`src/core/ldr_pkg.sv`:
```
// Operation
// - 8-bit frame: indicator, command, sixteen data, check
// - 10-bit frame: same order, indicator is IND10 (10'h280)
// - Indicator pattern starts frame, then words counted
// - Command bit 0 enables local dimming
// - Command bit 1 enables backlight scanning
// - Host sends zero in command bits 2-6
// - Command bit 7 selects reversed block orientation
// - Each data word is one block gray
// - Check word is XOR of all prior words
// - Serial clock between 100 and 500 kHz
// - Host keeps five interval limits on the link
package ldr_pkg;

  // ==========================================================
  // Frame layout
  localparam int             NW_MAX     = 10;
  localparam int             NBLK       = 16;
  localparam int             GRAY_BUS_W = NBLK * NW_MAX;
  localparam logic [7:0]     IND8       = 8'haa;
  localparam logic [9:0]     IND10      = 10'h280;
  localparam logic [3:0]     LAST8      = 4'h7;
  localparam logic [3:0]     LAST10     = 4'h9;
  localparam logic [4:0]     SLOT_IND   = 5'h00;
  localparam logic [4:0]     SLOT_CMD   = 5'h01;
  localparam logic [4:0]     SLOT_D0    = 5'h02;
  localparam logic [4:0]     SLOT_CHK   = 5'h12;
  localparam int             CMD_DIM    = 0;
  localparam int             CMD_SCAN   = 1;
  localparam int             CMD_REV    = 7;
  localparam logic [7:0]     RSVD_MASK  = 8'h7c;

  // ==========================================================
  // Timing
  localparam int             CLK_NS        = 8;
  localparam int             SECOND_MAX_NS = 10000;
  localparam int             HALF_NS       = 2000;
  localparam int             FIRST_NS      = 12000;
  localparam int             FOURTH_NS     = 12000;
  localparam int             FIFTH_NS      = 30000;
  localparam int             SECOND_MAX_CYC = SECOND_MAX_NS / CLK_NS;
  localparam int             HALF_CYC      = (HALF_NS + CLK_NS - 1) / CLK_NS;
  localparam int             FIRST_CYC     = (FIRST_NS + CLK_NS - 1) / CLK_NS;
  localparam int             FOURTH_CYC    = (FOURTH_NS + CLK_NS - 1) / CLK_NS;
  localparam int             FIFTH_CYC     = (FIFTH_NS + CLK_NS - 1) / CLK_NS;
  localparam int             CYC_W         = 12;

  // ==========================================================
  // States
  typedef enum logic {
    RX_HUNT = 1'b0,
    RX_RECV = 1'b1
  } ldr_rx_state_t;

  typedef enum logic [2:0] {
    TX_IDLE = 3'b000,
    TX_LEAD = 3'b001,
    TX_LOW  = 3'b010,
    TX_HIGH = 3'b011,
    TX_TAIL = 3'b100,
    TX_GAP  = 3'b101
  } ldr_tx_state_t;

endpackage

```
`src/core/ldr_if.sv`:
```
`timescale 1ns/10ps
`default_nettype none
interface ldr_if;
  logic sclk;
  logic cs_n;
  logic mosi;

  modport host (
    output sclk,
    output cs_n,
    output mosi
  );

  modport dev (
    input sclk,
    input cs_n,
    input mosi
  );
endinterface
`default_nettype wire

```
`src/core/ldr_rx.sv`:
```
`timescale 1ns/10ps
`default_nettype none
module ldr_rx
  import ldr_pkg::*;
(
  input  wire logic                  mclk_in,
  input  wire logic                  rst_n_in,
  ldr_if.dev                         link,
  input  wire logic                  word_mode_in,
  output logic                       dim_en_out,
  output logic                       scan_en_out,
  output logic                       reverse_out,
  output logic [GRAY_BUS_W-1:0]      gray_out,
  output logic                       frame_ok_out,
  output logic                       frame_err_out,
  output logic                       rsvd_err_out,
  output logic                       busy_out
);

  // ==========================================================
  // Declarations
  ldr_rx_state_t           state_reg;
  logic                    sclk_prev_reg;
  logic                    mode_reg;
  logic [NW_MAX-1:0]       shift_reg;
  logic [3:0]              bit_cnt_reg;
  logic [4:0]              slot_reg;
  logic [NW_MAX-1:0]       acc_reg;
  logic [7:0]              cmd_stage_reg;
  logic [NW_MAX-1:0]       gray_stage_reg [NBLK];
  logic [NW_MAX-1:0]       gray_reg [NBLK];
  logic [CYC_W-1:0]        gap_cnt_reg;
  logic                    dim_reg;
  logic                    scan_reg;
  logic                    rev_reg;
  logic                    ok_reg;
  logic                    err_reg;
  logic                    rsvd_reg;

  logic                    rise;
  logic [NW_MAX-1:0]       word_next;
  logic [NW_MAX-1:0]       word_val;
  logic                    ind_hit;
  logic                    word_done;
  logic                    timeout;
  logic                    abort;
  logic                    chk_done;
  logic                    chk_good;
  logic [3:0]              blk_idx;

  // ==========================================================
  // Link sampling
  assign rise      = link.sclk & ~sclk_prev_reg & ~link.cs_n;
  assign word_next = {shift_reg[NW_MAX-2:0], link.mosi};
  assign word_val  = mode_reg ? word_next : {2'b00, word_next[7:0]};

  always_comb begin
    if (mode_reg) begin
      ind_hit = (word_next == IND10);
    end else begin
      ind_hit = (word_next[7:0] == IND8);
    end
  end

  assign word_done = (state_reg == RX_RECV) && rise &&
                     (bit_cnt_reg == (mode_reg ? LAST10 : LAST8));
  assign timeout   = (state_reg == RX_RECV) && (gap_cnt_reg >= CYC_W'(SECOND_MAX_CYC));
  assign abort     = (state_reg == RX_RECV) && (link.cs_n || timeout);
  assign chk_done  = word_done && (slot_reg == SLOT_CHK);
  assign chk_good  = (word_val == acc_reg);
  assign blk_idx   = 4'(slot_reg - SLOT_D0);

  always_ff @(posedge mclk_in) begin
    if (!rst_n_in) begin
      sclk_prev_reg <= 1'b0;
    end else begin
      sclk_prev_reg <= link.sclk;
    end
  end

  always_ff @(posedge mclk_in) begin
    if (!rst_n_in) begin
      shift_reg <= '0;
    end else if (link.cs_n) begin
      shift_reg <= '0;
    end else if (rise) begin
      shift_reg <= word_next;
    end
  end

  // ==========================================================
  // Word mode, held steady through a frame
  always_ff @(posedge mclk_in) begin
    if (!rst_n_in) begin
      mode_reg <= 1'b0;
    end else if (state_reg == RX_HUNT) begin
      mode_reg <= word_mode_in;
    end
  end

  // ==========================================================
  // Frame sequencer
  always_ff @(posedge mclk_in) begin
    if (!rst_n_in) begin
      state_reg <= RX_HUNT;
    end else begin
      unique case (state_reg)
        RX_HUNT: begin
          if (rise && ind_hit) begin
            state_reg <= RX_RECV;
          end
        end
        RX_RECV: begin
          if (abort || chk_done) begin
            state_reg <= RX_HUNT;
          end
        end
      endcase
    end
  end

  always_ff @(posedge mclk_in) begin
    if (!rst_n_in) begin
      bit_cnt_reg <= 4'h0;
      slot_reg    <= SLOT_IND;
    end else if (state_reg == RX_HUNT) begin
      bit_cnt_reg <= 4'h0;
      slot_reg    <= SLOT_CMD;
    end else if (word_done) begin
      bit_cnt_reg <= 4'h0;
      slot_reg    <= slot_reg + 5'h01;
    end else if (rise) begin
      bit_cnt_reg <= bit_cnt_reg + 4'h1;
    end
  end

  // Gap watchdog between serial clock rises
  always_ff @(posedge mclk_in) begin
    if (!rst_n_in) begin
      gap_cnt_reg <= '0;
    end else if (state_reg == RX_HUNT || rise) begin
      gap_cnt_reg <= '0;
    end else if (!timeout) begin
      gap_cnt_reg <= gap_cnt_reg + CYC_W'(1);
    end
  end

  // ==========================================================
  // Running check and staging
  always_ff @(posedge mclk_in) begin
    if (!rst_n_in) begin
      acc_reg <= '0;
    end else if (state_reg == RX_HUNT) begin
      acc_reg <= mode_reg ? IND10 : {2'b00, IND8};
    end else if (word_done && slot_reg != SLOT_CHK) begin
      acc_reg <= acc_reg ^ word_val;
    end
  end

  always_ff @(posedge mclk_in) begin
    if (!rst_n_in) begin
      cmd_stage_reg <= 8'h00;
    end else if (word_done && slot_reg == SLOT_CMD) begin
      cmd_stage_reg <= word_val[7:0];
    end
  end

  always_ff @(posedge mclk_in) begin
    if (!rst_n_in) begin
      rsvd_reg <= 1'b0;
    end else if (word_done && slot_reg == SLOT_CMD) begin
      rsvd_reg <= |(word_val[7:0] & RSVD_MASK);
    end
  end

  always_ff @(posedge mclk_in) begin
    if (!rst_n_in) begin
      for (int i = 0; i < NBLK; i++) begin
        gray_stage_reg[i] <= '0;
      end
    end else if (word_done && slot_reg >= SLOT_D0 && slot_reg < SLOT_CHK) begin
      gray_stage_reg[blk_idx] <= word_val;
    end
  end

  // ==========================================================
  // Apply only on a matching check word
  always_ff @(posedge mclk_in) begin
    if (!rst_n_in) begin
      dim_reg  <= 1'b0;
      scan_reg <= 1'b0;
      rev_reg  <= 1'b0;
    end else if (chk_done && chk_good) begin
      dim_reg  <= cmd_stage_reg[CMD_DIM];
      scan_reg <= cmd_stage_reg[CMD_SCAN];
      rev_reg  <= cmd_stage_reg[CMD_REV];
    end
  end

  always_ff @(posedge mclk_in) begin
    if (!rst_n_in) begin
      for (int i = 0; i < NBLK; i++) begin
        gray_reg[i] <= '0;
      end
    end else if (chk_done && chk_good) begin
      for (int i = 0; i < NBLK; i++) begin
        gray_reg[i] <= gray_stage_reg[i];
      end
    end
  end

  always_ff @(posedge mclk_in) begin
    if (!rst_n_in) begin
      ok_reg  <= 1'b0;
      err_reg <= 1'b0;
    end else begin
      ok_reg  <= chk_done && chk_good;
      err_reg <= (chk_done && !chk_good) || abort;
    end
  end

  // ==========================================================
  // Outputs
  for (genvar g = 0; g < NBLK; g++) begin : g_gray
    assign gray_out[g*NW_MAX +: NW_MAX] = gray_reg[g];
  end

  assign dim_en_out    = dim_reg;
  assign scan_en_out   = scan_reg;
  assign reverse_out   = rev_reg;
  assign frame_ok_out  = ok_reg;
  assign frame_err_out = err_reg;
  assign rsvd_err_out  = rsvd_reg;
  assign busy_out      = (state_reg == RX_RECV);

endmodule
`default_nettype wire

```
`src/flat_wrapper.sv`:
```
// flat-port wrapper written by rule: the top's interface ports become plain ports
module ldr_rx_flat import ldr_pkg::*;
  (mclk_in, rst_n_in, word_mode_in, dim_en_out, scan_en_out, reverse_out, gray_out, frame_ok_out, frame_err_out, rsvd_err_out, busy_out, link_sclk, link_cs_n, link_mosi);
  ldr_if link_i ();
  input  wire logic mclk_in;
  input  wire logic rst_n_in;
  input  wire logic word_mode_in;
  output logic dim_en_out;
  output logic scan_en_out;
  output logic reverse_out;
  output logic [GRAY_BUS_W-1:0] gray_out;
  output logic frame_ok_out;
  output logic frame_err_out;
  output logic rsvd_err_out;
  output logic busy_out;
  input wire logic [$bits(link_i.sclk)-1:0] link_sclk;
  input wire logic [$bits(link_i.cs_n)-1:0] link_cs_n;
  input wire logic [$bits(link_i.mosi)-1:0] link_mosi;
  assign link_i.sclk = link_sclk;
  assign link_i.cs_n = link_cs_n;
  assign link_i.mosi = link_mosi;
  ldr_rx u_core (.mclk_in(mclk_in), .rst_n_in(rst_n_in), .link(link_i), .word_mode_in(word_mode_in), .dim_en_out(dim_en_out), .scan_en_out(scan_en_out), .reverse_out(reverse_out), .gray_out(gray_out), .frame_ok_out(frame_ok_out), .frame_err_out(frame_err_out), .rsvd_err_out(rsvd_err_out), .busy_out(busy_out));
endmodule
```
`config.mk`:
```
export PLATFORM = sky130hd
export DESIGN_NAME = ldr_rx_flat
export DESIGN_NICKNAME = d
export VERILOG_FILES = /design/src/core/ldr_pkg.sv /design/src/core/ldr_if.sv /design/src/core/ldr_rx.sv /design/src/flat_wrapper.sv
export SDC_FILE = /design/constraint.sdc
export NUM_CORES = 1
export LEC_CHECK = 0
export ABC_CLOCK_PERIOD_IN_PS = 5800
export BUFFER_PORTS_ARGS = -buffer_cell sky130_fd_sc_hd__buf_2
export CORE_MARGIN = 10
export CORE_UTILIZATION = 40
export CTS_CLUSTER_SIZE = 16
export DETAILED_ROUTE_END_ITERATION = 6
export SYNTH_ARGS = -nofsm -noshare
export SYNTH_HDL_FRONTEND = slang
export SYNTH_SLANG_ARGS = --single-unit
```
`constraint.sdc`:
```
create_clock -name mclk_in -period 5.8 [get_ports mclk_in]
set_input_delay 1.16 -clock mclk_in [delete_from_list [all_inputs] [get_ports mclk_in]]
set_output_delay 1.16 -clock mclk_in [all_outputs]
set_load 0.02 [all_outputs]
```
==> results.sh, run 1 <==
export IMPL_status="complete, no violations"
export IMPL_clock_fmax_mhz=259
export IMPL_endpoint_kind="flop"
export IMPL_cts_max_level=2
export IMPL_dieHeight_um=209
export IMPL_hold_viol=0
export IMPL_first_iter_violations=624
export IMPL_ios=173
export IMPL_remaining_drc_errors=0
export IMPL_grt_use_total_pct=14.4
export IMPL_clockBufferDepth=3
export IMPL_grt_pass1_wl_um=49600
export IMPL_worstPathArrival_ns=4.05
export IMPL_syn_inst=1063
export IMPL_synthSimpleGateAreaFrac_pct=17.1
export IMPL_ys_ff_latch=372
export IMPL_num_rows=69
export IMPL_synth_xor_area_share_pct=1.28
export IMPL_whs_ns=0.458
export IMPL_async_flop_share_pct=0
export IMPL_clock_sinks=372
export IMPL_antenna_found_initial=3
export IMPL_tns_ns=0
export IMPL_cts_buffers_inserted=40
export IMPL_syn_area_per_cell_sq_um=13.5
export IMPL_synth_compound_area_share_pct=3.75
export IMPL_finalPower_uw=5720
export IMPL_rsz0062_at_grt="false"
export IMPL_tritoncts="built"
export IMPL_syn_area_sq_mm=0.0143
export IMPL_finalCriticalPeriod_ns=3.86
export IMPL_path_max_fanout=96
export IMPL_synth_mux_area_share_pct=0.428
export IMPL_fp_dieW_um=209
export IMPL_multi_input_comb_area_sq_mm=0.00338
export IMPL_portBuffers=172
export IMPL_syn_to_final_growth_pct=18.5
export IMPL_skew_ns=0.0162
export IMPL_wl_um=32300
export IMPL_gr_total_overflow=0
export IMPL_dr_pass1_iters=5
export IMPL_syn_nets=1079
export IMPL_worstSetupStartpointType="primary input"
export IMPL_start_util_pct=40.4
export IMPL_clock_latency_ns=0.52
export IMPL_fin_crit_sh_pct=66.6
export IMPL_core_area_sq_mm=0.0355
export IMPL_yosys_area_share_adder_pct=0.873
export IMPL_synth_edf_count=320
export IMPL_place_inst=1659
export IMPL_grt_pass1_vias=8428
export IMPL_setup_viol=0
export IMPL_ir_drop_mv=0.187
export IMPL_hold_path_class="reg -> reg"
export IMPL_dp_hpwl_um=21700
export IMPL_drt_wirelength_per_cell_um=18.7
export IMPL_layout_commonest_cell="edfxtp_1"
export IMPL_synth_top_family_by_area="simple AND/OR/NAND/NOR gates"
export IMPL_tightestPinTransition_ns=1.00
export IMPL_drtAntennaViolNets=0
export IMPL_register_area_sq_mm=0.0107
export IMPL_num_fill_cells=3137
export IMPL_path_clk_slew_ns=0.06
export IMPL_grt_max_degree=97
export IMPL_num_antenna_cells=0
export IMPL_clockRootBuffer="clkbuf_16"
export IMPL_globalplace_congestion=0.790
export IMPL_crit_type="in -> reg"
export IMPL_worstPathRequired_ns=5.99
export IMPL_cts_resized=0
export IMPL_drive_gt1_share_pct=20.8
export IMPL_final_cells=1729
export IMPL_vias_per_cell=4.88
export IMPL_mostFrequentLayoutCells="edfxtp_1, nor2_1, buf_2"
export IMPL_ctsHoldBuffers=0
export IMPL_die_area_sq_mm=0.0438
export IMPL_fin_nets=1256
export IMPL_cellPowerDensity_mw_per_mm2=337
export IMPL_vias=8436
export IMPL_postCtsSetupBuffers=0
export IMPL_p_leak_uw=0.00600
export IMPL_drv_cap=0
export IMPL_synth_distinct_cells=47
export IMPL_ys_warnings_count=0
export IMPL_synth_ff_type="edfxtp_1"
export IMPL_slew_limit_headroom_pct=32.3
export IMPL_finalMaxSlewViolations=0
export IMPL_yosysSeqAreaShare_pct=74.3
[synthesized netlist by cell type (all sizes together), types with 4 or more instances]
| library cell | number | area (sq um) |
|---|---|---|
| mux2i | 5 | 50.1 |
| buf | 20 | 97.6 |
| o21ai | 31 | 155 |
| nor2 | 188 | 706 |
| nand3 | 18 | 90.1 |
| clkbuf | 43 | 161 |
| nor2b | 5 | 31.3 |
| nand2 | 75 | 282 |
| nand4 | 7 | 43.8 |
| a211oi | 6 | 55.1 |
| and2 | 164 | 1030 |
| nand2b | 5 | 31.3 |
| ha | 10 | 125 |
| xnor2 | 5 | 43.8 |
| edfxtp | 320 | 9610 |
| o21a | 4 | 37.5 |
| inv | 16 | 60.1 |
| xor2 | 16 | 140 |
| a21oi | 24 | 120 |
| nor3 | 4 | 20.0 |
| or3 | 6 | 37.5 |
| dfxtp | 52 | 1040 |
| a311oi | 4 | 35.0 |
[cell type report]
class                      instances  area share, %
timing repair buffer             198           6.29
tap                              461           3.40
clock buffer                      47           6.05
sequential                       372           62.7
inverter                          16          0.354
clock inverter                    23           1.23
multi-input combinational        612           19.9
[worst max-delay path, stage by stage]
cell       delay, ns
buf_2           0.13
nor4bb_1        0.86
o2111a_1        0.34
o2111ai_2       0.34
nand2_8         0.63
buf_4           0.43
[layer usage]
| layer | vias to the layer above | global-route usage [%] | wire length (um) |
|---|---|---|---|
| met5 | - | 0 | 21 |
| met4 | 4 | 3.77 | 602 |
| met3 | 49 | 3.52 | 2140 |
| met2 | 216 | 24.0 | 15800 |
| met1 | 4119 | 18.4 | 13700 |
| li1 | 4048 | - | - |
[stage by stage]
stage	setup WS, ns	cell area [sq um]	utilization, %
finish	1.94	17000	47.8
CTS	1.98	17000	47.8
detailed placement	1.43	15700	44.4
floorplan	1.33	14300	-
global placement	1.62	15700	44.4
global route	1.74	17000	47.8
[power by group]
group          internal [uW]  switching (uW)  leakage (uW)
registers               3020            38.8       0.00351
logic                   68.8             183       0.00190
clock network           1400            1000      0.000601
[logic make-up (layout without fill, tap and decap cells)]
logic type,count (synthesis),in the layout
xor+xnor,21,21
mux,6,6
compound gates,82,82
simple gates,493,493
fa+ha+maj,10,10
buf+inv,79,284
flops,372,372
[final timing paths]
| check | startpoint | end | slack, ns | depth (start not counted) |
|---|---|---|---|---|
| worst max-delay path | link_cs_n | u_core.gray_reg[0][4] | 1.94 | 6 |
| worst min register to register | u_core.gap_cnt_reg[11] | u_core.gap_cnt_reg[11] | 0.46 | 1 |
| worst min-delay path | u_core.gap_cnt_reg[11] | u_core.gap_cnt_reg[11] | 0.46 | 1 |
| worst max register to register | u_core.bit_cnt_reg[0] | u_core.gray_reg[0][4] | 2.33 | 5 |
Note: power is estimated with default switching activity, not from simulation.
==> run 2: changes to the inputs <==
--- a/config.mk
+++ b/config.mk
@@ -5,7 +5,8 @@
 export SDC_FILE = /design/constraint.sdc
 export NUM_CORES = 1
 export LEC_CHECK = 0
-export ABC_CLOCK_PERIOD_IN_PS = 5800
+export ABC_AREA = 1
+export ABC_CLOCK_PERIOD_IN_PS = 3100
 export BUFFER_PORTS_ARGS = -buffer_cell sky130_fd_sc_hd__buf_2
 export CORE_MARGIN = 10
 export CORE_UTILIZATION = 40
==> constraint.sdc (replaced) <==
create_clock -name mclk_in -period 3.1 [get_ports mclk_in]
set_input_delay 0.62 -clock mclk_in [delete_from_list [all_inputs] [get_ports mclk_in]]
set_output_delay 0.62 -clock mclk_in [all_outputs]
set_load 0.02 [all_outputs]
==> results.sh, run 2 <==
export IMPL_synthTopCellsByCount="edfxtp_1, nor2_1, inv_1, nand2_1, nor2_4"
export IMPL_fin_crit_sh_pct=79.5
export IMPL_syn_nets=1356
export IMPL_antenna_found_initial=2
export IMPL_tns_ns=0
export IMPL_clockBufferDepth=3
export IMPL_cts_resized=0
export IMPL_dp_hpwl_um=24200
export IMPL_mostFrequentLayoutCells="edfxtp_1, nor2_1, inv_1"
export IMPL_slew_limit_headroom_pct=60.6
export IMPL_clock_fmax_mhz=406
export IMPL_yosysSeqAreaShare_pct=68.2
export IMPL_num_rows=72
export IMPL_finalMaxSlewViolations=0
export IMPL_gr_total_overflow=0
export IMPL_skew_ns=0.0138
export IMPL_vias_per_cell=4.58
export IMPL_synth_distinct_cells=26
export IMPL_syn_inst=1340
export IMPL_cts_max_level=2
export IMPL_die_area_sq_mm=0.0474
export IMPL_postCtsSetupBuffers=0
export IMPL_worstSetupStartpointType="flop"
export IMPL_remaining_drc_errors=0
export IMPL_r2r_setup_slack_ns=0.63
export IMPL_setup_viol=0
export IMPL_synth_area_top_cells="edfxtp_1, nor2_4, dfxtp_1"
export IMPL_ir_drop_mv=0.326
export IMPL_drive_gt1_share_pct=25.1
export IMPL_path_max_fanout=36
export IMPL_min_to="u_core.sclk_prev_reg"
export IMPL_ys_ff_latch=372
export IMPL_vias=9558
export IMPL_dieHeight_um=218
export IMPL_hold_path_class="in -> reg"
export IMPL_grt_max_degree=39
export IMPL_endpoint_kind="flop"
export IMPL_grt_use_total_pct=14.9
export IMPL_dr_pass1_iters=5
export IMPL_syn_area_sq_mm=0.0156
export IMPL_grt_pass1_wl_um=54900
export IMPL_place_area_sq_mm=0.0172
export IMPL_drt_wirelength_per_cell_um=16.9
export IMPL_syn_to_final_growth_pct=17.8
export IMPL_grt_pass1_vias=9634
export IMPL_globalplace_congestion=0.847
export IMPL_hold_viol=0
export IMPL_synth_edf_count=320
export IMPL_finalPower_uw=10800
export IMPL_tritoncts="built"
export IMPL_worstPathArrival_ns=2.70
export IMPL_cellPowerDensity_mw_per_mm2=588
export IMPL_yosysMostFrequentCell="edfxtp_1"
export IMPL_clock_sinks=372
export IMPL_start_util_pct=40.4
export IMPL_wl_um=35300
export IMPL_status="complete, no violations"
export IMPL_fin_nets=1551
export IMPL_reg2reg_depth=9
export IMPL_clock_latency_ns=0.55
export IMPL_ios=173
export IMPL_rsz0062_at_grt="false"
export IMPL_drv_cap=0
export IMPL_synth_ff_type="edfxtp_1"
export IMPL_hold_depth=3
export IMPL_p_leak_uw=0.00748
export IMPL_clockRootBuffer="clkbuf_16"
export IMPL_yosysTopAreaCell="edfxtp_1"
export IMPL_whs_ns=0.257
export IMPL_reg2reg_to="u_core.gray_reg[1][11]"
export IMPL_synth_top_area_share_pct=61.5
export IMPL_ctsHoldBuffers=0
export IMPL_ys_warnings_count=0
export IMPL_path_clk_slew_ns=0.06
export IMPL_fp_dieW_um=218
export IMPL_cts_buffers_inserted=40
export IMPL_crit_type="reg -> reg"
export IMPL_worstPathRequired_ns=3.34
export IMPL_tightestPinTransition_ns=0.590
export IMPL_fin_area_sq_mm=0.0184
export IMPL_hold_start="link_sclk"
export IMPL_r2r_start="u_core.mode_reg"
export IMPL_portBuffers=172
export IMPL_syn_area_per_cell_sq_um=11.7
export IMPL_async_flop_share_pct=0
export IMPL_drtAntennaViolNets=0
export IMPL_finalCriticalPeriod_ns=2.47
export IMPL_core_area_sq_mm=0.0386
export IMPL_first_iter_violations=639
export IMPL_layout_commonest_cell="edfxtp_1"
[run 2: area by class of cell]
cell class	count	area, sq um
fill	3492	20200
timing repair buffer	219	1320
antenna	1	2.50
multi-input combinational	690	3770
inverter	212	796
clock inverter	26	173
sequential	372	10700
clock buffer	48	1060
tap	518	648
[run 2: logic make-up after synthesis]
kind of cell / count (synthesis) / synth area share, %
AO/OA/AOI/OAI: 55 / 1.89
XOR/XNOR: 17 / 0.953
AND/OR/NAND/NOR: 608 / 20.3
buffers and inverters: 278 / 7.94
flip-flops: 372 / 68.2
adder cells (fa/ha/maj): 10 / 0.801
[run 2: worst max-delay path: stages (launching register included)]
cell,delay (ns)
dfxtp_1,0.69
nand2_2,0.10
nand2_2,0.10
inv_1,0.04
nor2_1,0.09
nand2_1,0.13
nor2_1,0.17
nand3_1,0.22
nand2_8,0.31
buf_12,0.26
[run 2: where the power goes]
group	switching (uW)	leakage, uW	internal [uW]
Sequential	83.5	0.00351	5650
Combinational	451	0.00335	145
Clock	1940	0.000619	2550
[run 2: worst max path at each step]
stage                    startpoint                      to  cells past startpoint
floorplan                 link_sclk   u_core.gray_reg[0][0]                      8
global placement          link_sclk  u_core.gray_reg[1][12]                     10
detailed placement        link_sclk  u_core.gray_reg[1][11]                     10
CTS                 u_core.mode_reg   u_core.gray_reg[1][7]                      9
global route        u_core.mode_reg  u_core.gray_reg[1][11]                      9
finish              u_core.mode_reg  u_core.gray_reg[1][11]                      9
[run 2: routing by layer]
metal | vias up | routed length, um | track usage, %
li1 | 4681 | - | -
met1 | 4571 | 15100 | 18.8
met2 | 253 | 17300 | 24.8
met3 | 53 | 2280 | 3.59
met4 | 0 | 712 | 4.38
met5 | - | 0 | 0
[run 2: through the flow]
stage          util [%]  cells  setup WS, ns
6_report           47.6   2086         0.635
5_1_grt            47.6   2085         0.411
4_1_cts            47.6   2085         0.639
3_5_place_dp       44.4   2011         0.419
3_3_place_gp       44.4   2011         0.460
2_1_floorplan         -   1340         0.139
